--- src/swd_acq_pkg.sv ---
// constants and types for serial debug port acquisition
package swd_acq_pkg;
	localparam int    CLK_HZ          = 25_000_000;
	localparam int    KEY_WINDOW_NS   = 8000;
	// longest time rounds down
	localparam int    KEY_WINDOW_CYC  = (KEY_WINDOW_NS * (CLK_HZ / 1_000_000)) / 1000;
	localparam int    CNT_W           = 16;
	localparam int    ACQ_LEN         = 16;
	localparam logic [ACQ_LEN-1:0] ACQ_PATTERN = 16'ha5c3;

	typedef enum logic [3:0] {
		ST_KEY   = 4'h1,
		ST_JTAG  = 4'h2,
		ST_USB   = 4'h4,
		ST_GPIO  = 4'h8
	} acq_state_t;

	// one pin pair, raw or synchronised: clock and data
	typedef struct packed {
		logic clk;
		logic dat;
	} pair_in_t;

	// data pin drive toward the host
	typedef struct packed {
		logic dat_o;
		logic dat_oe;
	} pair_out_t;
endpackage

--- src/swd_port_acquisition.sv ---
// serial debug port pin pair selection and acquisition
//
// Operation
// - the link uses one host-driven clock pin and one two-way data pin.
// - the link may run on the jtag mode/clock pair or on the usb data pin pair.
// - at most one pin pair carries the link at any time.
// - the acquire sequence enables the link on a pair only if it arrives within 8 us of reset release.
// - when the nonvolatile config latches select serial debug, the jtag pair is enabled without a sequence.
// - the usb pair always needs the acquire sequence within the key window.
// - the link can be switched on from jtag, and switched off to return its pins to gpio.
// - after a disable, the acquire sequence is ignored until the key window after the next reset.
// - an acquired link accepts a command that re-enables jtag; on the jtag pair jtag stays off until the link is switched off.
// - boundary scan and device chaining stay on jtag and are never reached through the link.
// - the link offers all debug and flash functions of jtag at the same speed.
module swd_port_acquisition
	import swd_acq_pkg::*;
#(
	parameter int                   WINDOW_CYC = KEY_WINDOW_CYC,
	parameter int                   PAT_LEN    = ACQ_LEN,
	parameter logic [PAT_LEN-1:0]   PATTERN    = ACQ_PATTERN
) (
	input  wire logic                  clk,
	input  wire logic                  nrst,
	input  wire swd_acq_pkg::pair_in_t jtag_pins,
	input  wire swd_acq_pkg::pair_in_t usb_data_pin_pair,
	input  wire logic                  nonvolatile_config_latches,
	input  wire logic                  jtag_swd_enable,
	input  wire logic                  swd_disable,
	input  wire logic                  core_dat_o,
	input  wire logic                  core_dat_oe,
	input  wire logic                  core_jtag_reenable,
	output logic                       jtag_swd_active_q,
	output logic                       usb_swd_active_q,
	output logic                       jtag_enable_q,
	output logic                       swd_clk_rise_q,
	output logic                       swd_dat_in_q,
	output swd_acq_pkg::pair_out_t     jtag_dat_q,
	output swd_acq_pkg::pair_out_t     usb_dat_q
);
	import swd_acq_pkg::*;

	////////////////////////////////////////////////////////////////////////
	// synchronisers and clock edge detection
	pair_in_t j_s1_q, j_s2_q, j_s3_q, u_s1_q, u_s2_q, u_s3_q;
	always_ff @(posedge clk or negedge nrst) begin
		if (!nrst) begin
			j_s1_q <= '0;
			j_s2_q <= '0;
			j_s3_q <= '0;
			u_s1_q <= '0;
			u_s2_q <= '0;
			u_s3_q <= '0;
		end else begin
			j_s1_q <= jtag_pins;
			j_s2_q <= j_s1_q;
			j_s3_q <= j_s2_q;
			u_s1_q <= usb_data_pin_pair;
			u_s2_q <= u_s1_q;
			u_s3_q <= u_s2_q;
		end
	end
	// sampling at 25 MHz needs the host clock at most a third of that
	logic j_rise, u_rise;
	assign j_rise = j_s2_q.clk & ~j_s3_q.clk;
	assign u_rise = u_s2_q.clk & ~u_s3_q.clk;

	////////////////////////////////////////////////////////////////////////
	// key window and pattern shifters
	logic [CNT_W-1:0]   win_q, win_d;
	logic [PAT_LEN-1:0] j_sh_q, j_sh_d, u_sh_q, u_sh_d;
	logic               in_window;
	assign in_window = (win_q < CNT_W'(WINDOW_CYC));
	always_comb begin
		win_d  = in_window ? win_q + 1'b1 : win_q;
		j_sh_d = j_rise ? {j_sh_q[PAT_LEN-2:0], j_s2_q.dat} : j_sh_q;
		u_sh_d = u_rise ? {u_sh_q[PAT_LEN-2:0], u_s2_q.dat} : u_sh_q;
	end
	always_ff @(posedge clk or negedge nrst) begin
		if (!nrst) begin
			win_q  <= '0;
			j_sh_q <= '0;
			u_sh_q <= '0;
		end else begin
			win_q  <= win_d;
			j_sh_q <= j_sh_d;
			u_sh_q <= u_sh_d;
		end
	end
	logic j_hit, u_hit;
	assign j_hit = in_window & j_rise & ({j_sh_q[PAT_LEN-2:0], j_s2_q.dat} == PATTERN);
	assign u_hit = in_window & u_rise & ({u_sh_q[PAT_LEN-2:0], u_s2_q.dat} == PATTERN);

	////////////////////////////////////////////////////////////////////////
	// selection state machine
	acq_state_t st_q, st_d;
	logic       latch_q, latch_d, jen_q, jen_d, started_q;
	always_comb begin
		st_d    = st_q;
		latch_d = latch_q;
		jen_d   = jen_q;
		unique case (st_q)
			ST_KEY: begin
				if (j_hit) begin
					st_d = ST_JTAG;
				end else if (u_hit) begin
					st_d = ST_USB;
				end else if (!in_window) begin
					st_d = latch_q ? ST_JTAG : ST_GPIO;
				end
			end
			ST_JTAG, ST_USB: begin
				if (swd_disable) begin
					st_d = ST_GPIO;
				end
			end
			ST_GPIO: begin
				if (jtag_swd_enable && jen_q) begin
					st_d = ST_JTAG;
				end
			end
			default: st_d = ST_GPIO;
		endcase
		// link on jtag pins excludes jtag scan use
		if (st_d == ST_JTAG || st_d == ST_USB) begin
			if (core_jtag_reenable) begin
				jen_d = 1'b1;
			end else if (st_d == ST_JTAG && st_q != ST_JTAG) begin
				jen_d = 1'b0;
			end
		end
	end
	always_ff @(posedge clk or negedge nrst) begin
		if (!nrst) begin
			st_q      <= ST_KEY;
			latch_q   <= 1'b0;
			jen_q     <= 1'b1;
			started_q <= 1'b0;
		end else begin
			st_q      <= st_d;
			started_q <= 1'b1;
			latch_q   <= started_q ? latch_d : nonvolatile_config_latches;
			jen_q     <= jen_d;
		end
	end

	////////////////////////////////////////////////////////////////////////
	// pin routing between the pin pairs and the debug core
	logic on_j, on_u;
	assign on_j = (st_q == ST_JTAG);
	assign on_u = (st_q == ST_USB);
	always_ff @(posedge clk or negedge nrst) begin
		if (!nrst) begin
			jtag_swd_active_q <= 1'b0;
			usb_swd_active_q  <= 1'b0;
			jtag_enable_q     <= 1'b1;
			swd_clk_rise_q    <= 1'b0;
			swd_dat_in_q      <= 1'b0;
			jtag_dat_q        <= '0;
			usb_dat_q         <= '0;
		end else begin
			jtag_swd_active_q <= on_j;
			usb_swd_active_q  <= on_u;
			jtag_enable_q     <= jen_q & ~on_j;
			swd_clk_rise_q    <= (on_j & j_rise) | (on_u & u_rise);
			swd_dat_in_q      <= on_j ? j_s2_q.dat : (on_u ? u_s2_q.dat : 1'b0);
			jtag_dat_q        <= '{dat_o: core_dat_o, dat_oe: core_dat_oe & on_j};
			usb_dat_q         <= '{dat_o: core_dat_o, dat_oe: core_dat_oe & on_u};
		end
	end

	////////////////////////////////////////////////////////////////////////
	// assertions
	a_one_pair_only: assert property (@(posedge clk) disable iff (!nrst)
		!(jtag_swd_active_q && usb_swd_active_q))
		else $error("link active on both pairs");
	a_usb_needs_key: assert property (@(posedge clk) disable iff (!nrst)
		(st_q == ST_KEY && st_d == ST_USB) |-> u_hit)
		else $error("usb pair enabled without sequence");
	a_key_in_window: assert property (@(posedge clk) disable iff (!nrst)
		(st_q == ST_KEY && st_d != ST_KEY) |-> (j_hit || u_hit || win_q == CNT_W'(WINDOW_CYC)))
		else $error("key window left early");
	a_latch_bypass: assert property (@(posedge clk) disable iff (!nrst)
		(st_q == ST_KEY && !in_window && latch_q && !u_hit) |=> st_q == ST_JTAG)
		else $error("latch bypass not taken");
	a_no_key_gpio: assert property (@(posedge clk) disable iff (!nrst)
		(st_q == ST_KEY && !in_window && !latch_q) |=> st_q == ST_GPIO)
		else $error("pins left wrong role after window");
	a_disable_gpio: assert property (@(posedge clk) disable iff (!nrst)
		((on_j || on_u) && swd_disable) |=> st_q == ST_GPIO ##1 !jtag_swd_active_q && !usb_swd_active_q)
		else $error("disable did not release pins");
	a_jtag_reenable: assert property (@(posedge clk) disable iff (!nrst)
		(on_u && core_jtag_reenable && !swd_disable) |=> jen_q ##1 jtag_enable_q)
		else $error("jtag not re-enabled");
	a_oe_follows_pair: assert property (@(posedge clk) disable iff (!nrst)
		usb_dat_q.dat_oe |-> $past(on_u))
		else $error("usb data driven while not selected");
	a_jtag_oe_pair: assert property (@(posedge clk) disable iff (!nrst)
		jtag_dat_q.dat_oe |-> $past(on_j))
		else $error("jtag data driven while not selected");
	a_reenable_sticky: assert property (@(posedge clk) disable iff (!nrst)
		(on_j && core_jtag_reenable && !swd_disable) |=> jen_q ##1 jen_q)
		else $error("jtag re-enable lost while link on jtag pair");
	a_scan_off_link: assert property (@(posedge clk) disable iff (!nrst)
		jtag_swd_active_q |-> !jtag_enable_q)
		else $error("jtag scan usable while link owns jtag pins");
	a_rise_on_pair: assert property (@(posedge clk) disable iff (!nrst)
		swd_clk_rise_q |-> $past(on_j || on_u))
		else $error("clock rise passed with no pair selected");
	a_jtag_key_wins: assert property (@(posedge clk) disable iff (!nrst)
		(st_q == ST_KEY && j_hit) |=> st_q == ST_JTAG)
		else $error("jtag acquire not taken");
	a_window_closes: assert property (@(posedge clk) disable iff (!nrst)
		(st_q == ST_KEY && !in_window) |=> st_q != ST_KEY)
		else $error("key window did not close");
	// cover points
	c_jtag_acq: cover property (@(posedge clk) disable iff (!nrst) st_q == ST_KEY ##1 st_q == ST_JTAG);
	c_usb_acq: cover property (@(posedge clk) disable iff (!nrst) st_q == ST_KEY ##1 st_q == ST_USB);
	c_to_gpio: cover property (@(posedge clk) disable iff (!nrst) on_j ##1 st_q == ST_GPIO);
	c_reenable: cover property (@(posedge clk) disable iff (!nrst) on_j && core_jtag_reenable);
	c_gpio_to_jtag: cover property (@(posedge clk) disable iff (!nrst) st_q == ST_GPIO ##1 st_q == ST_JTAG);
endmodule

--- config.mk ---
export PLATFORM = sky130hd
export DESIGN_NAME = swd_port_acquisition
export DESIGN_NICKNAME = d
export VERILOG_FILES = /design/src/swd_acq_pkg.sv /design/src/swd_port_acquisition.sv
export SDC_FILE = /design/constraint.sdc
export NUM_CORES = 1
export LEC_CHECK = 0
export ABC_AREA = 1
export BUFFER_PORTS_ARGS = -buffer_cell sky130_fd_sc_hd__buf_2
export CORE_AREA = 2 2 74 76
export DETAILED_ROUTE_END_ITERATION = 12
export DIE_AREA = 0 0 76 78
export PLACE_DENSITY = 0.77
export RECOVER_POWER = 25
export SYNTH_ARGS = -nofsm -noshare
export SYNTH_HDL_FRONTEND = slang
export SYNTH_SLANG_ARGS = --single-unit
export TNS_END_PERCENT = 10
--- constraint.sdc ---
create_clock -name clk -period 1.4 [get_ports clk]
set_input_delay 0.21 -clock clk [delete_from_list [all_inputs] [get_ports clk]]
set_output_delay 0.21 -clock clk [all_outputs]
set_load 0.01 [all_outputs]
=== Yosys cells after proc, flatten, opt, wreduce, memory -nomap -nowiden ===
Index checks and enable logic that the tools add are counted.
Widths: inputs -> output; s select.

* Bits of input ports: 12
* Output and inout port bits: 9
* Logic and storage cells: 69
* Bits in registers: 71

* Mux-type cells: 12
* Eq/ne operators: 9
* Reductions and logical operators: 6
* Magnitude comparators: 1
* Add/subtract/negate cells: 1
* Bitwise logic cells: 15

{| class="wikitable"
|+ Operator list
! operator !! count
|-
| $eq 16x16->1 const B || 2
|-
| $mux 4 || 6
|-
| $add 16x1->16 const B || 1
|-
| $lt 16x8->1 const B || 1
|-
| $pmux 4 s3 || 1
|-
| $and 1x1->1 || 11
|-
| $eq 4x2->1 const B || 2
|-
| $eq 4x3->1 const B || 2
|-
| $mux 1 || 5
|-
| $eq 4x1->1 const B || 1
|-
| $eq 4x4->1 const B || 1
|-
| $ne 4x2->1 const B || 1
|-
| $not 1->1 || 3
|-
| $logic_and 1x1->1 || 2
|-
| $reduce_and 2->1 || 1
|-
| $reduce_bool 2->1 || 1
|-
| $reduce_or 2->1 || 1
|-
| $logic_or 1x1->1 || 1
|-
| $or 1x1->1 || 1
|}

=== Logic depth before layout (Yosys ltp) ===
Gate-level depths: netlist (run 1).

* Depth in word-level cells: 11
* Mapped depth: 11
* Mapped depth without buffers: 11

=== Worst setup path before layout (run 1) ===
No wires, ideal clock.

* Kind: register -> register
* Start: register win_q[14]
* End: register jen_q
* Library setup time: 0.077 ns
* Required time: 1.323 ns
* Buffers on the path: 0
* Path slack: 0.126 ns
* Cell stages (with the launch flop): 11
* Arrival: 1.197 ns
* Clock period less this slack: 1.274 ns
* Cells stage by stage: dfrtp_1 -> nor2_1 -> nand3_1 -> nor2_2 -> nand2_4 -> nor2_2 -> nor2_2 -> nor2_2 -> nor2_4 -> nand2_1 -> nand2_1

* Cells in the longest elaborated chain, start to end: 10
* Elaborated cells between the ends (all ways): 15
* Those cells by class: order compare (1); eq/ne (2); mux (4); bitwise (4); reduce/logical (4)

{| class="wikitable"
|+ RTL lines
! element !! RTL line !! text
|-
| start, declared || swd_port_acquisition.sv:69 || <nowiki>logic [CNT_W-1:0] win_q, win_d;</nowiki>
|-
| start signal, assigned || swd_port_acquisition.sv:84 || <nowiki>win_q <= win_d;</nowiki>
|-
| $lt 16x8->1 * || swd_port_acquisition.sv:72 || <nowiki>assign in_window = (win_q < CNT_W'(WINDOW_CYC));</nowiki>
|-
| $and 1x1->1 (2 in a row) || swd_port_acquisition.sv:91 || <nowiki>assign u_hit = in_window & u_rise & ({u_sh_q[PAT_LEN-2:0], u_s2_q.dat} == PATTERN);</nowiki>
|-
| $mux 4 || swd_port_acquisition.sv:105 || <nowiki>end else if (u_hit) begin</nowiki>
|-
| $mux 4 * || swd_port_acquisition.sv:103 || <nowiki>if (j_hit) begin</nowiki>
|-
| $pmux 4 s3 * || swd_port_acquisition.sv:101 || <nowiki>unique case (st_q)</nowiki>
|-
| $eq 4x2->1 || swd_port_acquisition.sv:124, swd_port_acquisition.sv:127 ||
|-
| $logic_and 1x1->1 || swd_port_acquisition.sv:127 || <nowiki>end else if (st_d == ST_JTAG && st_q != ST_JTAG) begin</nowiki>
|-
| $reduce_bool 2->1 (no line) || - ||
|-
| $reduce_and 2->1 (no line) * || - ||
|-
| end signal, assigned || swd_port_acquisition.sv:142 || <nowiki>jen_q <= jen_d;</nowiki>
|-
| end, declared || swd_port_acquisition.sv:96 || <nowiki>logic latch_q, latch_d, jen_q, jen_d, started_q;</nowiki>
|}

Every way passes the cells marked *; elsewhere a longest branch is shown, timed or not.
A chain may end at the register's enable or synchronous reset.

=== Worst setup path in the final report (run 1) ===
* Start: register win_q[4]
* End: register jen_q

Same word-level chain as after synthesis.

==> impl_metrics.env, run 1 <==
export IMPL_status="finished with violations"
export IMPL_violations="negative setup slack"
export IMPL_final_period_utilization_pct=103
export IMPL_dp_final_hpwl_um=3300
export IMPL_via_per_inst=4.78
export IMPL_postRouteWirelength_um=4900
export IMPL_synth_cells=319
export IMPL_die_width_um=76
export IMPL_grt_pass1_vias=1992
export IMPL_diodes=0
export IMPL_stdcell_count=428
export IMPL_synth_edf_count=0
export IMPL_drt_wirelength_per_cell_um=11.5
export IMPL_die_area_um2=5930
export IMPL_cts_sinks=71
export IMPL_worstSetupPathType="flip-flop to flip-flop"
export IMPL_drt_iter0_drc=122
export IMPL_worstPathArrival_ps=1720
export IMPL_yosys_warnings=0
export IMPL_nFillCells=398
export IMPL_cts_root_buf="clkbuf_8"
export IMPL_htreeDepth=3
export IMPL_worst_path_buf_inv=1
export IMPL_hold_viol_final=0
export IMPL_synth_top_cell_area_share_pct=58.7
export IMPL_power_leakage_nw=1.73
export IMPL_syn_nets=332
export IMPL_synth_ff_type="dfrtp_1"
export IMPL_ys_ff_latch=71
export IMPL_io_pin_count=21
export IMPL_ys_seq_area_share_pct=61.5
export IMPL_critPathCaptureType="flip-flop"
export IMPL_globalplace_congestion=0.826
export IMPL_grt_usage_pct=18.7
export IMPL_critPathRequiredTime_ps=1680
export IMPL_worstPathMaxFanout=5
export IMPL_maxCapViolCount=0
export IMPL_peakVddDrop_mv=0.762
export IMPL_die_h_um=78
export IMPL_syn_area_per_cell_um2=9.08
export IMPL_place_ws_ps=30.1
export IMPL_crit_chain="nor2_2, a21oi_2, inv_2, nand2_4, nor2_4, nor2_4, nor2_2, nor2_4, nand2_1, nand2_1"
export IMPL_grt_start_max_net_pins=36
export IMPL_yosysUniqueCellTypes=26
export IMPL_numCtsBuffers=9
export IMPL_io_buffers=20
export IMPL_final_cell_area_um2=3390
export IMPL_finalPower_mw=4.15
export IMPL_ys_top_cells_by_count="76 x nand2_1, 68 x dfrtp_1, 42 x inv_1, 35 x nor2_1, 24 x o21ai_0"
export IMPL_synth_area_um2=2900
export IMPL_core_area_um2=5040
export IMPL_grt_pass1_wl_um=8730
export IMPL_ant_nets=0
export IMPL_drc=0
export IMPL_start_util_pct=57.4
export IMPL_num_rows=26
export IMPL_cts_tree="built"
export IMPL_hp_class="input port to flip-flop"
export IMPL_vias=2047
export IMPL_startpoint_type="flip-flop"
export IMPL_place_area_um2=3120
export IMPL_antenna_found_initial=0
export IMPL_critPathMostFrequentCell="nor2_4"
export IMPL_finClkSkew_ps=9.69
export IMPL_setup_viol=2
export IMPL_power_density_nw_per_um2=1230
export IMPL_rsz0062_at_grt="true"
export IMPL_layout_nets=366
export IMPL_clk_path_buf_depth=2
export IMPL_dp_cells=404
export IMPL_area_growth_pct=17.1
export IMPL_drive_above_1_share_pct=19.6
export IMPL_grt_overflow_total=0
export IMPL_clk_latency_ps=340
export IMPL_path_delay_family="simple AND/OR/NAND/NOR gates"
export IMPL_yosys_area_top_type="dfrtp_1"
export IMPL_first_pass_iters=4
export IMPL_critPathMaxStageDelay_ps=430
export IMPL_synth_top_cells_by_area="dfrtp_1 59%, nand2_1 9.8%, inv_1 5.4%"
export IMPL_fin_ws_ps=-40.2
export IMPL_synthArstFlopShare_pct=100
export IMPL_clk_pin_slew_ps=70
export IMPL_fin_crit_ps=1440
export IMPL_cp_slowest_cell="dfrtp_1"
export IMPL_max_freq_ghz=0.694
export IMPL_yosysMostFrequentCell="nand2_1"
export IMPL_slew_viol_final=0
[placed cells by master (no fill, tap or decap), drive strengths merged]
cell type / n
nand2: 77
nand3: 17
dlygate4sd3: 6
a21o: 1
clkinv: 2
o22ai: 1
nand4: 5
ha: 1
nor2: 45
dfstp: 3
o21ai: 24
o211ai: 1
inv: 45
buf: 29
xor2: 5
conb: 1
or2: 1
xnor2: 1
clkinvlp: 1
a21oi: 5
clkbuf: 15
dfrtp: 68
nor3: 4
[state kept, by name, summed over array words and instances (netlist names)]
register	count
win_q	16
usb_dat_q	2
j_s3_q	1
latch_d	1
started_q	1
j_s1_q	2
jtag_enable_q	1
j_sh_q	15
u_s3_q	1
u_s1_q	2
jtag_swd_active_q	1
swd_clk_rise_q	1
jtag_dat_q	1
j_s2_q	2
st_q	4
u_sh_q	15
usb_swd_active_q	1
swd_dat_in_q	1
u_s2_q	2
jen_q	1
[kinds of logic after synthesis]
kind of cell / count (synthesis) / synth area share (%)
xor gates and xnor gates: 6 / 1.81
and+or+nand+nor: 149 / 22.4
adders and majority gates: 1 / 0.432
DFF: 71 / 61.5
AOI/OAI and AO/OA: 32 / 5.88
buffers and inverters: 59 / 7.90
other: 1 / 0.129
[metrics by stage]
step                      hold WS (ps)  TNS, ps  utilization [%]
after floorplan                  -85.6        0                -
after global placement            66.6        0             61.8
after detailed placement          68.5        0             61.8
after CTS                         85.4        0             66.5
after global routing              77.4     -660             67.2
final                             95.2    -68.0             67.2
[layer usage]
metal / wire (um) / GRT usage [%] / up-vias / share of wire [%]
li1: - / - / 1045 / -
met1: 2420 / 25.6 / 952 / 49
met2: 2220 / 28.7 / 40 / 45
met3: 191 / 5.35 / 10 / 3.9
met4: 79 / 7.09 / 0 / 1.6
met5: 0 / 0 / - / 0
[worst reg2reg max path: stages (launching register included)]
cell and delay (ps):
dfrtp_1 430, nor2_2 70, a21oi_2 250, inv_2 80
nand2_4 110, nor2_4 60, nor2_4 130, nor2_2 60
nor2_4 80, nand2_1 60, nand2_1 60
[layout make-up]
| cell class | instances | area (um^2) | share of cell area [%] |
|---|---|---|---|
| Clock buffer | 13 | 159 | 4.69 |
| Timing Repair Buffer | 37 | 254 | 7.49 |
| Tap cell | 70 | 87.6 | 2.58 |
| Clock inverter | 3 | 17.5 | 0.517 |
| Sequential cell | 71 | 1780 | 52.5 |
| Inverter | 45 | 169 | 4.98 |
| Multi-Input combinational cell | 189 | 922 | 27.2 |
[timing repair]
item | in CTS | in global routing
hold endpoints to repair | 73 | 0
setup endpoints to repair | 0 | 10
buffers inserted | 0 | 2
gates resized for setup | 0 | 9
hold buffers | 6 | 0
[path summary, 6_finish.rpt]
check,start,to,slack (ps),depth (start not counted)
worst max register to register,win_q[4],jen_q,-40,10
worst min register to register,u_s1_q[1],u_s2_q[1],350,0
worst min-delay path,core_jtag_reenable,jen_q,100,3
max in group asynchronous,nrst,win_q[3],260,3
worst max-delay path,win_q[4],jen_q,-40,10
min in group asynchronous,nrst,swd_dat_in_q,320,2
[power breakdown]
| group | leakage, nW | internal, mW | switching [mW] | total [mW] |
|---|---|---|---|---|
| sequential | 0.907 | 2.23 | 0.128 | 2.36 |
| clock | 0.0894 | 0.735 | 0.711 | 1.45 |
| combinational | 0.735 | 0.131 | 0.216 | 0.346 |
No activity file was read; power rests on OpenSTA's default activity.
==> run 2: changes to the inputs <==
--- a/config.mk
+++ b/config.mk
@@ -10,7 +10,7 @@
 export CORE_AREA = 2 2 74 76
 export DETAILED_ROUTE_END_ITERATION = 12
 export DIE_AREA = 0 0 76 78
-export PLACE_DENSITY = 0.77
+export PLACE_DENSITY = 0.76
 export RECOVER_POWER = 25
 export SYNTH_ARGS = -nofsm -noshare
 export SYNTH_HDL_FRONTEND = slang
==> run 2 against run 1 <==
  * The run now ends clean
  * Clock power is 29% higher
  * Hold slack improved by 5.6 ps
  * Utilization unchanged
  * Highest routed layer unchanged
  * Register-to-register slack gained 90 ps
  * Clock skew is 4.6 ps lower
  * Critical endpoint unchanged
==> impl_metrics.env, run 2 (synthesis gave the netlist of run 1 again) <==
export IMPL_grt_pass1_wl_um=8530
export IMPL_grt_start_max_net_pins=72
export IMPL_htreeDepth=3
export IMPL_max_freq_ghz=0.742
export IMPL_drt_wirelength_per_cell_um=11.1
export IMPL_hp_class="input port to flip-flop"
export IMPL_final_period_utilization_pct=96.3
export IMPL_start_util_pct=57.4
export IMPL_ant_nets=0
export IMPL_reg2reg_to="jen_q"
export IMPL_die_h_um=78
export IMPL_hold_viol_final=0
export IMPL_power_density_nw_per_um2=1350
export IMPL_finClkSkew_ps=5.09
export IMPL_hold_worst_slack_ps=101
export IMPL_stdcell_count=424
export IMPL_diodes=0
export IMPL_critPathRequiredTime_ps=1680
export IMPL_num_rows=26
export IMPL_area_growth_pct=17.1
export IMPL_r2r_start="j_s3_q[1]"
export IMPL_worstPathMaxFanout=2
export IMPL_maxCapViolCount=0
export IMPL_antenna_found_initial=0
export IMPL_power_leakage_nw=1.74
export IMPL_rsz0062_at_grt="true"
export IMPL_numCtsBuffers=9
export IMPL_r2r_slack_ps=50
export IMPL_status="completed"
export IMPL_via_per_inst=4.73
export IMPL_cts_root_buf="clkbuf_8"
export IMPL_vias=2007
export IMPL_clk_path_buf_depth=2
export IMPL_setup_viol=0
export IMPL_cts_tree="built"
export IMPL_io_pin_count=21
export IMPL_drc=0
export IMPL_fin_ws_ps=52.2
export IMPL_reg_largest_list="win_q: 16 flops, j_sh_q: 15 flops, u_sh_q: 15 flops"
export IMPL_die_area_um2=5930
export IMPL_r2r_cells=10
export IMPL_io_buffers=20
export IMPL_core_area_um2=5040
export IMPL_worstPathArrival_ps=1620
export IMPL_cts_setup_buffers=0
export IMPL_layout_commonest_cell="nand2_1"
export IMPL_grt_overflow_total=0
export IMPL_globalplace_congestion=0.766
export IMPL_grt_usage_pct=18.7
export IMPL_dp_cells=403
export IMPL_clk_pin_slew_ps=70
export IMPL_cts_sinks=71
export IMPL_max_slew_margin_pct=44.0
export IMPL_postRouteWirelength_um=4730
export IMPL_worstSetupPathType="flip-flop to flip-flop"
export IMPL_slew_viol_final=0
export IMPL_critPathCaptureType="flip-flop"
export IMPL_grt_pass1_vias=1964
export IMPL_peakVddDrop_mv=1.25
export IMPL_cp_startpoint="j_s3_q[1]"
export IMPL_critPathCapture="jen_q"
export IMPL_clk_latency_ps=340
export IMPL_hold_start="core_jtag_reenable"
export IMPL_die_width_um=76
export IMPL_worst_pin_slew_ps=840
export IMPL_top_register="win_q"
export IMPL_place_ws_ps=36.0
export IMPL_final_cell_mix="75 x nand2_1, 68 x dfrtp_1, 42 x inv_1, 32 x nor2_1, 24 x o21ai_0"
export IMPL_layout_nets=363
export IMPL_drt_iter0_drc=117
export IMPL_first_pass_iters=4
export IMPL_largest_register_ffs=16
export IMPL_startpoint_type="flip-flop"
export IMPL_drive_above_1_share_pct=18.6
export IMPL_fin_crit_ps=1350
export IMPL_dp_final_hpwl_um=3220
[run 2: worst max-delay path: stages, from the launching register on]
cell and delay [ps]:
dfrtp_1 390, inv_1 60, nand3_1 100, nor2_2 140, nand3_2 110, nor2_2 160, nor2_2 50, nor2_2 120
nor2_4 40, nand2_1 50, nand2_1 50
[run 2: layer usage]
| metal | vias up | wire, um | global-route usage, % |
|---|---|---|---|
| li1 | 1037 | - | - |
| met1 | 931 | 2250 | 23.9 |
| met2 | 32 | 2230 | 29.1 |
| met3 | 7 | 195 | 7.79 |
| met4 | 0 | 51 | 6.36 |
| met5 | - | 0 | 0 |
[run 2: worst min-delay path by stage]
stage	to	slack (ps)	cells after the start
2_1_floorplan	j_s1_q[0]	-90	0
3_3_place_gp	usb_dat_q[1]	260	2
3_5_place_dp	u_s1_q[1]	260	2
4_1_cts	jen_q	90	3
5_1_grt	jen_q	80	3
6_report	jen_q	100	3
[run 2: what timing repair did]
action / 4_1_cts / 5_1_grt
hold buffers: 6 / 0
hold endpoints to repair: 73 / 0
endpoints found under the setup margin: 0 / 11
gates resized for setup: 0 / 6
[run 2: report_power, final]
group	internal [mW]	switching (mW)	total [mW]	leakage [nW]
logic	0.133	0.220	0.353	0.716
clock network	1.17	0.694	1.87	0.113
registers	2.23	0.126	2.36	0.909
total	3.54	1.04	4.58	1.74
[run 2: per-stage QoR]
| stage | total power [mW] | TNS [ps] | utilization (%) | area, um^2 |
|---|---|---|---|---|
| floorplan | 2.59 | 0 | - | 2900 |
| global placement | 2.72 | 0 | 61.4 | 3100 |
| detailed placement | 2.74 | 0 | 61.4 | 3100 |
| CTS | 4.64 | 0 | 67.1 | 3380 |
| global route | 4.82 | -395 | 67.2 | 3390 |
| finish | 4.58 | 0 | 67.2 | 3390 |
[run 2: layout make-up]
cell class              count  area [um^2]
clock buffers              11          131
clock inverters             4         95.1
fillers                   403         1650
inverters                  45          169
multi-input cells         189          907
flip-flops and latches     71         1780
well taps                  70         87.6
repair buffers             34          220
==> run 3: changes to the inputs <==
--- a/config.mk
+++ b/config.mk
@@ -7,10 +7,10 @@
 export LEC_CHECK = 0
 export ABC_AREA = 1
 export BUFFER_PORTS_ARGS = -buffer_cell sky130_fd_sc_hd__buf_2
-export CORE_AREA = 2 2 74 76
+export CORE_AREA = 2 2 67 82
 export DETAILED_ROUTE_END_ITERATION = 12
-export DIE_AREA = 0 0 76 78
-export PLACE_DENSITY = 0.76
+export DIE_AREA = 0 0 69 84
+export PLACE_DENSITY = 0.77
 export RECOVER_POWER = 25
 export SYNTH_ARGS = -nofsm -noshare
 export SYNTH_HDL_FRONTEND = slang
==> run 3 against run 2 <==
  * The flow now finishes with violations (negative setup slack)
  * Power rose by 4.1%
  * Sequential cell count did not move
  * Via count rose by 4.3%
  * Fmax fell by 4.4%
==> impl_metrics.env, run 3 (synthesis gave the netlist of run 1 again) <==
export IMPL_status="finished with violations"
export IMPL_violations="negative setup slack"
export IMPL_stdcell_count=427
export IMPL_clockPowerShare_pct=42.2
export IMPL_layout_nets=373
export IMPL_critPathMaxStageDelay_ps=430
export IMPL_p_switching_mw=1.10
export IMPL_grt_usage_pct=20.7
export IMPL_worstSetupPathType="flip-flop to flip-flop"
export IMPL_drive_above_1_share_pct=25.2
export IMPL_r2r_slack_ps=-10
export IMPL_clk_latency_ps=350
export IMPL_grt_pass1_wl_um=9310
export IMPL_worstPathArrival_ps=1700
export IMPL_final_period_utilization_pct=101
export IMPL_numCtsBuffers=9
export IMPL_diodes=0
export IMPL_clk_path_buf_depth=2
export IMPL_startpoint_type="flip-flop"
export IMPL_slew_viol_final=0
export IMPL_place_ws_ps=33.2
export IMPL_vias=2094
export IMPL_clk_pin_slew_ps=80
export IMPL_reg_largest_list="win_q: 16 flops, j_sh_q: 15 flops, u_sh_q: 15 flops"
export IMPL_cts_sinks=71
export IMPL_power_density_nw_per_um2=1340
export IMPL_worst_pin_slew_ps=502
export IMPL_drt_wirelength_per_cell_um=12.8
export IMPL_final_cell_mix="74 x nand2_1, 68 x dfrtp_1, 40 x inv_1, 24 x nor2_1, 24 x o21ai_0"
export IMPL_globalplace_congestion=0.770
export IMPL_path_delay_family="simple AND/OR/NAND/NOR gates"
export IMPL_crit_chain="nor2_2, a21oi_2, inv_2, nand2_4, nor2_4, nor2_4, nor2_4, nor2_4, nand2_1, nand2_1"
export IMPL_die_area_um2=5800
export IMPL_area_growth_pct=23.3
export IMPL_postRouteWirelength_um=5450
export IMPL_via_per_inst=4.90
export IMPL_hold_worst_slack_ps=85.5
export IMPL_wl_met3_um=175
export IMPL_setup_viol=1
export IMPL_antenna_found_initial=0
export IMPL_max_freq_ghz=0.709
export IMPL_met2_length_um=2920
export IMPL_power_leakage_nw=1.82
export IMPL_largest_register_ffs=16
export IMPL_io_pin_count=21
export IMPL_top_layer="met4"
export IMPL_layout_commonest_cell="nand2_1"
export IMPL_first_pass_iters=4
export IMPL_drt_iter0_drc=167
export IMPL_finClkSkew_ps=11.0
export IMPL_met1_length_um=2250
export IMPL_maxCapViolCount=0
export IMPL_top_register="win_q"
export IMPL_dp_cells=400
export IMPL_hold_viol_final=0
export IMPL_grt_start_max_net_pins=39
export IMPL_critPathMostFrequentCell="nor2_4"
export IMPL_whs_endpoint="usb_dat_q[0]"
export IMPL_ant_nets=0
export IMPL_r2r_start="win_q[4]"
export IMPL_cts_root_buf="clkbuf_8"
export IMPL_worst_path_buf_inv=1
export IMPL_rsz0062_at_grt="true"
export IMPL_dp_final_hpwl_um=3590
export IMPL_max_slew_margin_pct=66.6
export IMPL_finalPower_mw=4.77
export IMPL_fin_tns_setup_ps=-9.91
export IMPL_p_int_mw=3.67
export IMPL_fin_ws_ps=-9.91
export IMPL_critPathRequiredTime_ps=1690
export IMPL_critPathCaptureType="flip-flop"
export IMPL_grt_overflow_total=0
export IMPL_core_area_um2=5080
export IMPL_peakVddDrop_mv=0.830
export IMPL_drc=0
export IMPL_cts_tree="built"
export IMPL_hold_start="core_dat_oe"
export IMPL_die_h_um=84
export IMPL_cp_slowest_cell="dfrtp_1"
export IMPL_io_buffers=20
export IMPL_die_width_um=69
export IMPL_r2r_cells=10
export IMPL_reg2reg_to="jen_q"
export IMPL_worstPathMaxFanout=5
export IMPL_hp_class="input port to flip-flop"
export IMPL_grt_pass1_vias=2147
export IMPL_power_frac_seq_pct=49.5
export IMPL_swShare_pct=23.0
export IMPL_combPwrFrac_pct=8.3
export IMPL_fin_crit_ps=1410
export IMPL_htreeDepth=3
export IMPL_worstHoldPathCells=3
export IMPL_start_util_pct=57.0
export IMPL_num_rows=29
==> run 3: changes by cell type in the layout (fill, tap and decap cells not counted), sizes merged <==
| cell | change |
|---|---|
| buf | +9 |
| clkbuf | +1 |
| clkinv | +1 |
==> run 3: final cells by class <==
cell class | count | area [um^2]
tap | 62 | 77.6
timing repair buffer | 44 | 324
sequential | 71 | 1780
fill | 373 | 1510
multi-input combinational | 189 | 965
clock buffer | 11 | 151
clock inverter | 5 | 104
inverter | 45 | 169
==> run 3: how the worst max path moves through the flow <==
stage | slack [ps] | cells past startpoint | start | endpoint
floorplan | 130 | 10 | win_q[14] | jen_q
global placement | 70 | 10 | win_q[11] | jen_q
detailed placement | 30 | 10 | win_q[14] | jen_q
CTS | 6 | 8 | win_q[11] | win_q[7]
global route | -90 | 10 | win_q[4] | jen_q
finish | -10 | 10 | win_q[4] | jen_q
==> run 3: worst reg2reg max path: cells and delay by family, from the launching register on <==
family | cells | cell delay (ps)
DFF | 1 | 430
buffers and inverters | 1 | 70
AOI/OAI and AO/OA | 1 | 240
and+or+nand+nor | 8 | 620
==> run 3: timing repair <==
item,4_1_cts,5_1_grt
hold buffers,6,0
setup endpoints to repair,2,10
resized for setup,5,20
buffers inserted,0,5
pin swaps,2,12
gates cloned,0,0
endpoints found under the hold margin,19,0
==> run 3: power by group through the flow <==
stage / Clock, mW / Sequential, mW / Combinational (mW)
floorplan: 0 / 2.37 / 0.224
global placement: 0 / 2.39 / 0.345
detailed placement: 0 / 2.40 / 0.364
CTS: 2.05 / 2.36 / 0.381
global route: 2.14 / 2.39 / 0.465
finish: 2.01 / 2.36 / 0.395
==> run 3: metrics by stage <==
step                utilization (%)  area, um^2
floorplan                         -        2900
global placement               61.7        3140
detailed placement             61.7        3140
CTS                            68.3        3470
global route                   70.3        3570
finish                         70.3        3570
==> run 3: routing by layer <==
metal	track usage [%]	up-vias
met5	0	-
met2	35.1	36
met4	12.3	0
met1	23.8	990
li1	-	1056
met3	4.47	12
